===== config.mk =====
export PLATFORM = sky130hd
export DESIGN_NAME = sdo_port
export DESIGN_NICKNAME = d
export VERILOG_FILES = /design/src/sdo_sync.v /design/src/sdo_crc6.v /design/src/sdo_port.v
export VERILOG_INCLUDE_DIRS = /design/src
export SDC_FILE = /design/constraint.sdc
export NUM_CORES = 1
export LEC_CHECK = 0
export ABC_CLOCK_PERIOD_IN_PS = 9850
export BUFFER_PORTS_ARGS = -buffer_cell sky130_fd_sc_hd__buf_4
export CAP_MARGIN = 20
export CORE_MARGIN = 4
export CORE_UTILIZATION = 40
export CTS_CLUSTER_SIZE = 28
export DETAILED_ROUTE_END_ITERATION = 7
export HOLD_SLACK_MARGIN = 0.1
export PLACE_DENSITY_LB_ADDON = 0.3
export SLEW_MARGIN = 15
export SYNTH_ARGS = -nofsm -noshare
export SYNTH_HDL_FRONTEND = slang
export SYNTH_SLANG_ARGS = --single-unit

===== constraint.sdc =====
create_clock -name pclk -period 9.85 [get_ports pclk]
set_input_delay 0.4925 -clock pclk [delete_from_list [all_inputs] [get_ports pclk]]
set_output_delay 0.4925 -clock pclk [all_outputs]
set_load 0.005 [all_outputs]

===== src/sdo_port_regs.vh =====
/*
 Register map, field positions, reset values and timing counts of the
 serial conversion-data output port.
 Assumes inclusion by bare name from the port's design files.
*/
`ifndef SDO_PORT_REGS_VH
`define SDO_PORT_REGS_VH

// ----------------------------------------
// Register byte offsets
// ----------------------------------------
`define SDO_ADDR_CTRL 8'h00
`define SDO_ADDR_CLKDIV 8'h04
`define SDO_ADDR_PERIOD 8'h08
`define SDO_ADDR_CHAIN 8'h0c
`define SDO_ADDR_STATUS 8'h10

// ----------------------------------------
// Control fields
// ----------------------------------------
`define SDO_CTRL_EN 0
`define SDO_CTRL_CLK_OUT 1
`define SDO_CTRL_GATED 2
`define SDO_CTRL_RC_MASTER 3
`define SDO_CTRL_FMT24 4
`define SDO_CTRL_HDR 5
`define SDO_CTRL_CRC_KEEP 6
`define SDO_CTRL_LANES_LO 7
`define SDO_CTRL_LANES_HI 8

// ----------------------------------------
// Reset values
// ----------------------------------------
`define SDO_RST_CTRL 9'h000
`define SDO_RST_CLKDIV 8'h01
`define SDO_RST_PERIOD 16'h0190
`define SDO_RST_CHAIN 8'h00

// ----------------------------------------
// Lane arrangements, CRC and timing
// ----------------------------------------
`define SDO_LANES_PAR 2'h0
`define SDO_LANES_TWO 2'h1
`define SDO_CRC_SEED 6'h25
`define SDO_CRC_POLY 6'h27
`define SDO_STROBE_W 16'h0008
`define SDO_PIN_CHAIN 8'h03

`endif


===== src/sdo_sync.v =====
/*
 Two-flop synchroniser for a vector of independent level inputs.
 Assumes each bit is a slow level or a clock far below pclk.
*/
module sdo_sync #(
   parameter W = 1
) (
   // Clock, reset, enable
   input wire pclk,
   input wire presetn,
   input wire ce,
   // Levels
   input wire [W-1:0] d,
   output reg [W-1:0] q
);

   reg [W-1:0] meta_q;

   always @(posedge pclk or negedge presetn) begin
      if (!presetn) begin
         meta_q <= {W{1'b0}};
         q <= {W{1'b0}};
      end else if (ce) begin
         meta_q <= d;
         q <= meta_q;
      end
   end

endmodule


===== src/sdo_crc6.v =====
/*
 Combinational CRC-6 over up to 26 message bits, MSB first.
 Assumes the message is left aligned in msg and nbits is at most 26.
*/
`include "sdo_port_regs.vh"

module sdo_crc6 (
   // Message
   input wire [5:0] seed,
   input wire [25:0] msg,
   input wire [4:0] nbits,
   // Result
   output reg [5:0] crc
);

   integer i;
   reg fb;

   // ----------------------------------------
   // Serial LFSR unrolled over the message
   // ----------------------------------------
   always @* begin
      crc = seed;
      fb = 1'b0;
      for (i = 0; i < 26; i = i + 1) begin
         if (i < nbits) begin
            fb = msg[25-i] ^ crc[5];
            crc = {crc[4:0], 1'b0} ^ (fb ? `SDO_CRC_POLY : 6'h00);
         end
      end
   end

endmodule


===== src/sdo_port.v =====
/*
 Serial conversion-data output port: APB registers, data clock master or
 slave, frame strobe master or slave, headers with CRC, four lines.
 Assumes samples and status come from logic on pclk; link pins are async.
*/
// Local design decisions: the APB interface to the registers and the register offsets.
`include "sdo_port_regs.vh"

module sdo_port (
   // Clock, reset, enable
   input wire pclk,
   input wire presetn,
   input wire ce,
   // APB slave
   input wire psel,
   input wire penable,
   input wire pwrite,
   input wire [7:0] paddr,
   input wire [31:0] pwdata,
   output reg [31:0] prdata,
   output reg pready,
   output reg pslverr,
   // Converter core
   input wire [95:0] sample_data,
   input wire chip_error,
   input wire [3:0] filter_settled,
   input wire pll_locked,
   // Configuration pins
   input wire pin_control,
   input wire [1:0] clock_rate_straps,
   // Data clock pin
   input wire data_shift_clock_i,
   output reg data_shift_clock_o,
   output reg data_shift_clock_oe,
   // Rate strobe pin
   input wire rate_frame_strobe_i,
   output reg rate_frame_strobe_o,
   output reg rate_frame_strobe_oe,
   // Data lines
   input wire [3:0] serial_data_lines_i,
   output reg [3:0] serial_data_lines_o,
   output reg [3:0] serial_data_lines_oe
);

   // ----------------------------------------
   // Helpers
   // ----------------------------------------
   function [2:0] per_lane;
      input [1:0] lanes;
      begin
         if (lanes == `SDO_LANES_PAR)
            per_lane = 3'd1;
         else if (lanes == `SDO_LANES_TWO)
            per_lane = 3'd2;
         else
            per_lane = 3'd4;
      end
   endfunction

   function [1:0] chan_of;
      input [1:0] lanes;
      input [1:0] lane;
      input [1:0] widx;
      begin
         if (lanes == `SDO_LANES_PAR)
            chan_of = lane;
         else if (lanes == `SDO_LANES_TWO)
            chan_of = {lane[0], widx[0]};
         else
            chan_of = widx;
      end
   endfunction

   // ----------------------------------------
   // Registers and synchronised pins
   // ----------------------------------------
   reg [8:0] ctrl_q;
   reg [7:0] div_q;
   reg [15:0] period_q;
   reg [7:0] chain_q;
   reg [15:0] frames_q;
   reg [5:0] crc_q [0:3];
   reg [31:0] wbuf_q [0:3];
   wire [6:0] s_q;

   sdo_sync #(.W(7)) u_sync (
      .pclk(pclk),
      .presetn(presetn),
      .ce(ce),
      .d({clock_rate_straps, pin_control, serial_data_lines_i[3:2],
         rate_frame_strobe_i, data_shift_clock_i}),
      .q(s_q)
   );

   wire en = ctrl_q[`SDO_CTRL_EN];
   wire clk_out = ctrl_q[`SDO_CTRL_CLK_OUT];
   wire gated = ctrl_q[`SDO_CTRL_GATED];
   wire rc_master = ctrl_q[`SDO_CTRL_RC_MASTER];
   wire fmt24 = ctrl_q[`SDO_CTRL_FMT24];
   wire hdr_en = ctrl_q[`SDO_CTRL_HDR];
   wire [1:0] lanes = ctrl_q[`SDO_CTRL_LANES_HI:`SDO_CTRL_LANES_LO];
   wire pin = s_q[4];
   wire [1:0] straps = s_q[6:5];
   // Chaining of CRCs is a register-only option
   wire crc_keep = ctrl_q[`SDO_CTRL_CRC_KEEP] & ~pin;
   wire par = (lanes == `SDO_LANES_PAR);

   // ----------------------------------------
   // Frame geometry
   // ----------------------------------------
   wire [7:0] div_eff = pin ? (8'h01 << straps) : div_q;
   // Word plus optional header, always a whole number of bytes
   wire [5:0] wbits = (fmt24 ? 6'd24 : 6'd16) + (hdr_en ? 6'd8 : 6'd0);
   wire [2:0] spl = per_lane(lanes);
   wire [7:0] own_bits = {2'b00, wbits} * {5'h00, spl};
   // Parallel output never carries cascaded devices
   wire [7:0] chain_eff = par ? 8'h00 : (pin ? `SDO_PIN_CHAIN : chain_q);
   wire [16:0] total_w = own_bits * ({1'b0, chain_eff} + 9'd1);
   wire [15:0] total = total_w[15:0];

   // ----------------------------------------
   // Header words and CRC per channel
   // ----------------------------------------
   wire [127:0] words;
   wire [23:0] crc_all;

   genvar c;
   generate
      for (c = 0; c < 4; c = c + 1) begin : g_ch
         wire [23:0] d = sample_data[c*24+23:c*24];
         wire [23:0] dw = fmt24 ? d : {d[23:8], 8'h00};
         wire st_err = chip_error;
         wire st_ok = filter_settled[c] & (rc_master | pll_locked);
         wire [5:0] seed = crc_keep ? crc_q[c] : `SDO_CRC_SEED;
         wire [5:0] crc;
         sdo_crc6 u_crc (
            .seed(seed),
            .msg({st_err, st_ok, dw}),
            .nbits(fmt24 ? 5'd26 : 5'd18),
            .crc(crc)
         );
         assign crc_all[c*6+5:c*6] = crc;
         // Header ahead of the word, both left aligned
         assign words[c*32+31:c*32] = hdr_en ? {st_err, st_ok, crc, dw} : {dw, 8'h00};
      end
   endgenerate

   // ----------------------------------------
   // Data clock: divider as master, edge finder as slave
   // ----------------------------------------
   reg [7:0] dcnt_q;
   reg data_shift_clock_q;
   reg sdclk_q;
   reg [15:0] left_q;
   reg [15:0] own_q;
   reg [4:0] bit_q;
   reg [1:0] widx_q;

   // Gated clock stops after the falling edge that ends the frame
   wire run = en & clk_out & (~gated | (left_q != 16'h0000) | data_shift_clock_q);
   wire wrap = ({8'h00, dcnt_q} + 16'h0001) >= {8'h00, div_eff};
   wire mrise = run & wrap & ~data_shift_clock_q;
   wire srise = s_q[0] & ~sdclk_q;
   wire shift_ev = en & (clk_out ? mrise : srise);

   always @(posedge pclk or negedge presetn) begin
      if (!presetn) begin
         dcnt_q <= 8'h00;
         data_shift_clock_q <= 1'b0;
         sdclk_q <= 1'b0;
      end else if (ce) begin
         sdclk_q <= s_q[0];
         if (!run) begin
            dcnt_q <= 8'h00;
            data_shift_clock_q <= 1'b0;
         end else if (wrap) begin
            dcnt_q <= 8'h00;
            data_shift_clock_q <= ~data_shift_clock_q;
         end else begin
            dcnt_q <= dcnt_q + 8'h01;
         end
      end
   end

   // ----------------------------------------
   // Rate strobe: generator as master, edge finder as slave
   // ----------------------------------------
   reg [15:0] pcnt_q;
   reg odr_q;
   reg stb_d_q;

   wire stb = rc_master ? odr_q : s_q[1];
   wire stb_rise = stb & ~stb_d_q;
   wire stb_fall = ~stb & stb_d_q;
   // Gated clock frames hang off the falling edge, free running off the rising
   wire frame_ev = en & (gated ? stb_fall : stb_rise);

   always @(posedge pclk or negedge presetn) begin
      if (!presetn) begin
         pcnt_q <= 16'h0000;
         odr_q <= 1'b0;
         stb_d_q <= 1'b0;
      end else if (ce) begin
         stb_d_q <= stb;
         if (!(en & rc_master)) begin
            pcnt_q <= 16'h0000;
            odr_q <= 1'b0;
         end else begin
            if (pcnt_q + 16'h0001 >= period_q)
               pcnt_q <= 16'h0000;
            else
               pcnt_q <= pcnt_q + 16'h0001;
            odr_q <= (pcnt_q < `SDO_STROBE_W);
         end
      end
   end

   // ----------------------------------------
   // Frame load and shifter
   // ----------------------------------------
   integer i;

   always @(posedge pclk or negedge presetn) begin
      if (!presetn) begin
         left_q <= 16'h0000;
         own_q <= 16'h0000;
         bit_q <= 5'h00;
         widx_q <= 2'h0;
         frames_q <= 16'h0000;
         serial_data_lines_o <= 4'h0;
         for (i = 0; i < 4; i = i + 1) begin
            crc_q[i] <= 6'h00;
            wbuf_q[i] <= 32'h0000_0000;
         end
      end else if (ce) begin
         if (frame_ev) begin
            // A new strobe restarts the frame even if the last one ran short
            left_q <= total;
            own_q <= {8'h00, own_bits};
            bit_q <= 5'h00;
            widx_q <= 2'h0;
            frames_q <= frames_q + 16'h0001;
            for (i = 0; i < 4; i = i + 1) begin
               wbuf_q[i] <= words[i*32 +: 32];
               crc_q[i] <= crc_all[i*6 +: 6];
            end
         end else if (shift_ev && left_q != 16'h0000) begin
            left_q <= left_q - 16'h0001;
            for (i = 0; i < 4; i = i + 1) begin
               if (own_q != 16'h0000)
                  serial_data_lines_o[i] <= wbuf_q[chan_of(lanes, i[1:0], widx_q)][5'd31 - bit_q];
               else if (i < 2)
                  serial_data_lines_o[i] <= s_q[2 + i];
               else
                  serial_data_lines_o[i] <= 1'b0;
            end
            if (own_q != 16'h0000) begin
               own_q <= own_q - 16'h0001;
               if ({1'b0, bit_q} == wbits - 6'd1) begin
                  bit_q <= 5'h00;
                  widx_q <= widx_q + 2'h1;
               end else begin
                  bit_q <= bit_q + 5'h01;
               end
            end
         end
      end
   end

   // ----------------------------------------
   // Pin drivers
   // ----------------------------------------
   always @(posedge pclk or negedge presetn) begin
      if (!presetn) begin
         data_shift_clock_o <= 1'b0;
         data_shift_clock_oe <= 1'b0;
         rate_frame_strobe_o <= 1'b0;
         rate_frame_strobe_oe <= 1'b0;
         serial_data_lines_oe <= 4'h0;
      end else if (ce) begin
         data_shift_clock_o <= run & (wrap ? ~data_shift_clock_q : data_shift_clock_q);
         data_shift_clock_oe <= en & clk_out;
         rate_frame_strobe_o <= odr_q;
         rate_frame_strobe_oe <= en & rc_master;
         // Serialized modes free lines two and three as cascade inputs
         if (!en)
            serial_data_lines_oe <= 4'h0;
         else if (par)
            serial_data_lines_oe <= 4'hf;
         else if (lanes == `SDO_LANES_TWO)
            serial_data_lines_oe <= 4'h3;
         else
            serial_data_lines_oe <= 4'h1;
      end
   end

   // ----------------------------------------
   // APB slave: one access phase, no waits
   // ----------------------------------------
   wire setup = psel & ~penable;
   wire wr = psel & penable & pready & pwrite;
   reg [31:0] rd_d;
   reg hit_d;

   always @* begin
      hit_d = 1'b1;
      rd_d = 32'h0000_0000;
      case (paddr)
         `SDO_ADDR_CTRL: rd_d = {23'h000000, ctrl_q};
         `SDO_ADDR_CLKDIV: rd_d = {24'h000000, div_q};
         `SDO_ADDR_PERIOD: rd_d = {16'h0000, period_q};
         `SDO_ADDR_CHAIN: rd_d = {24'h000000, chain_q};
         `SDO_ADDR_STATUS: rd_d = {frames_q, 2'h0, crc_q[0], 6'h00, pin, left_q != 16'h0000};
         default: hit_d = 1'b0;
      endcase
   end

   always @(posedge pclk or negedge presetn) begin
      if (!presetn) begin
         ctrl_q <= `SDO_RST_CTRL;
         div_q <= `SDO_RST_CLKDIV;
         period_q <= `SDO_RST_PERIOD;
         chain_q <= `SDO_RST_CHAIN;
         prdata <= 32'h0000_0000;
         pready <= 1'b0;
         pslverr <= 1'b0;
      end else if (ce) begin
         pready <= setup;
         // Error flag stands with pready only, never beyond
         pslverr <= setup & ~hit_d;
         if (setup) begin
            prdata <= pwrite ? 32'h0000_0000 : rd_d;
         end
         if (wr) begin
            case (paddr)
               `SDO_ADDR_CTRL: ctrl_q <= pwdata[8:0];
               `SDO_ADDR_CLKDIV: div_q <= (pwdata[7:0] == 8'h00) ? 8'h01 : pwdata[7:0];
               `SDO_ADDR_PERIOD: period_q <= pwdata[15:0];
               `SDO_ADDR_CHAIN: chain_q <= pwdata[7:0];
               default: ctrl_q <= ctrl_q;
            endcase
         end
      end
   end

endmodule


==> impl_results.md <==
- Run status: finished clean
- GR Util met3: under 10%
- # setup viols final: 0
- Cells after Synth: approximately 2800
- Post-CTS setup buffer count: 0
- Sequential cell area fraction in the yosys report: 32.9%
- First-pass GRT wire length: between 100000 and 150000 um
- Die area: 67700 sq um
- # rows: 92
- Post-synth EDFFs: 0
- Final Hold Viols: 0
- Post-route minimum period: between 7 and 8 ns
- CP max-delay cell: xor2_1
- Vias/cell: about 5.7
- Max-slew headroom: just over 20%
- Top FF cell, synth: dfrtp_1
- Dpl cells: between 3000 and 4000
- Share of post-route cells with drive strength above 1: about 14%
- Most Frequent Cell on Critical Path: fa_1
- Net count reported at finish: 3106
- Syn avg cell area: 9.20 sq um
- Largest net degree at the start of global routing: ~150
- H-tree levels: 2
- Clock Sinks: about 330
- DRC: 0
- Routed WL per cell: approximately 22 um
- Root Driver: clkbuf_16
- GRT Residual Overflow: 0
- Synth unique cells: 68
- Post-synthesis register bit count: about 330
- Starting Density: about two fifths
- Initial drt markers: 1891
- DP Wirelength: between 50000 and 60000 um
- Post-synth ARST share: 100%
- GPL Wtd Cong: approximately 0.92
- Arrival time worst endpoint: 7.93 ns
- CP startpoint kind: flop
- Vias: 21500
- Cts bufs inserted: 39
- Crit. End Element: flop
- Slew Viols, Final: 0
- Ys Warns: 0
- Final WL: about 81000 um
- Hold Crit Class: in -> reg
- P&R area growth vs syn: 13.7%
- TNS Setup: 0 ns
- Post-Layout Cell Count: ~3700
- Worst path required time: about 10 ns
- Worst-margin pin slew: between 1 and 1.5 ns
- CTS tree: built
- Met2 Resource Use GR: a little under two fifths
- Leak: around 14 nW
- Io pins: just over 200
- Initial antenna violation count: 12
- Total Routing Usage GR: a little under a quarter
- Crit Path Category: reg -> reg
- Pwr dens: 166 nW/um^2
- Clk_lat worst skew: between 0.5 and 0.6 ns
- Core Box Area: 63100 sq um
- Max_cap viols: 0
- Max IR drop VDD: approximately 0.22 mV
- Setup Skew: approximately 0.034 ns
- Clock slew at reported path FFs: around 0.06 ns
- Vias in the first global route: about 21000
- Mapped cell area: 25400 sq um
- CP Max Fanout: 19
- RSZ-0062 raised after global routing: no
- Met1 Track Usage GR: between 30% and 40%
- Max frequency: roughly 130 MHz
- IO buf count: about 180
- Fill cells: between 6000 and 7000
- Clock buffer depth: 3
- Antenna violation net count after detailed routing: 0
- First-pass DRT Iterations: 6
- Die Y-Extent: about 260 um
- Crit-path max cell delay: between 0.6 and 0.7 ns
- Die Span X: between 200 and 300 um
- Busiest grt layer: met2
- Crit share post-route: between 70% and 80%
report_power, final:
part / internal, mW / leakage [nW] / switching, mW
clock: 0.855 / 0.624 / 0.618
sequential: 1.41 / 4.48 / 0.0390
combinational: 0.973 / 8.45 / 0.911
total: 3.24 / 13.6 / 1.57
cells in the final DEF, fill, tap and decap left out, types with 9 or more instances in the layout:
cell,n
a211oi_1,13
a21o_1,21
a21oi_1,126
a22o_1,20
a311oi_1,47
a31oi_1,19
and2_1,20
and3_1,65
buf_4,219
clkbuf_1,10
clkbuf_16,39
clkbuf_8,9
dfrtp_1,327
diode_2,10
fa_1,23
ha_1,69
inv_1,97
mux2_2,44
mux2i_1,175
mux4_2,41
nand2_1,506
nand2b_1,14
nand3_1,113
nand3b_1,10
nand4_1,13
nor2_1,96
nor3_1,32
o211ai_1,16
o21ai_0,190
o31ai_1,14
or3_1,19
xnor2_1,179
xnor3_1,53
xor2_1,90
xor3_1,19
synthesized netlist by cell type, types with 5 or more instances:
cell type	count	area (sq um)
a311oi_1	47	412
and3_1	65	407
a22o_1	20	175
o22ai_1	8	50.1
clkbuf_1	152	571
o21ai_1	6	30.0
nor2_1	100	375
o21ai_0	190	951
xor3_1	19	452
a211oi_1	13	97.6
o211ai_1	16	120
xnor2_1	179	1570
mux4_2	41	923
a21oi_1	126	631
o31ai_1	14	105
or3_1	19	119
nand2b_1	16	100
nand4_1	13	81.3
a31oi_1	19	119
xnor3_1	53	1190
nand2_1	509	1910
o21a_1	6	45.0
mux2_2	44	495
nor4_1	9	56.3
buf_1	20	75.1
nor3_1	34	170
ha_1	69	863
dfrtp_1	330	8260
xor2_1	90	788
nand3b_1	10	75.1
and2_1	21	131
inv_1	97	364
nor3b_1	5	37.5
or4_1	5	37.5
nand3_1	113	566
o2bb2ai_1	5	43.8
a222oi_1	8	80.1
o21bai_1	6	45.0
a22oi_1	5	37.5
a21o_1	21	158
fa_1	23	460
mux2i_1	175	1750
sequential cells by signal (all words and copies together), names as in the netlist, 16 cells and up:
name,flops
own_q,16
wbuf_q,128
period_q,16
frames_q,16
left_q,16
pcnt_q,16
prdata,32
crc_q,24
path summary, 6_finish.rpt:
check | start | end | slack (ns) | cells past startpoint
setup / recovery | ctrl_q[4] | left_q[15] | 2.41 | 28
hold / removal | serial_data_lines_i[2] | u_sync.meta_q[2] | 0.15 | 2
setup reg to reg | ctrl_q[4] | left_q[15] | 2.41 | 28
hold reg to reg | frames_q[15] | frames_q[15] | 0.47 | 1
max in group asynchronous | presetn | wbuf_q[58] | 7.87 | 4
min in group asynchronous | presetn | u_sync.meta_q[3] | 0.54 | 2
kinds of logic after synthesis:
family | synth area share [%]
simple gates | 16.4
compound gates | 12.5
xor+xnor | 16.3
flops | 32.9
buf+inv | 4.18
mux | 12.6
fa+ha+maj | 5.20
other cells | 0.0147
critical path, delay by kind of cell, from the launching register on:
kind                     cells  cell delay, ns
XOR/XNOR                     2            0.70
AO/OA/AOI/OAI                7            1.07
flip-flops                   1            0.60
buffers and inverters        5            0.51
adder cells (fa/ha/maj)     10            3.96
AND/OR/NAND/NOR              4            0.51
what timing repair did:
action | in CTS | in global routing
hold buffers | 2 | 0
hold endpoints to repair | 105 | 0
gates resized for setup | 0 | 0
metal layers:
| metal | up-vias | share of wire, % |
|---|---|---|
| met4 | 4 | 3.2 |
| met1 | 10700 | 44 |
| met3 | 151 | 6.8 |
| li1 | 9868 | - |
| met5 | - | 0.026 |
| met2 | 753 | 46 |
through the flow:
step	worst slack, ns	power, mW	util (%)	instance area [sq um]	hold WS, ns
finish	2.41	4.81	45.9	28900	0.150
global route	1.86	5.03	45.9	28900	0.136
CTS	2.36	4.82	45.8	28900	0.120
detailed placement	2.37	3.34	43.7	27600	0.465
global placement	2.50	3.30	43.7	27600	0.458
floorplan	3.01	2.95	-	25500	0.197
area by class of cell:
cell class | instances | area, sq um | area share [%]
inverter | 99 | 372 | 1.28
tap | 846 | 1060 | 3.66
clock buffer | 58 | 1140 | 3.93
antenna | 10 | 25.0 | 0.0865
timing repair buffer | 225 | 1720 | 5.96
clock inverter | 12 | 134 | 0.463
multi-input combinational | 2158 | 16100 | 55.7
sequential | 334 | 8370 | 28.9
Note: power is estimated with default switching activity, not from simulation.
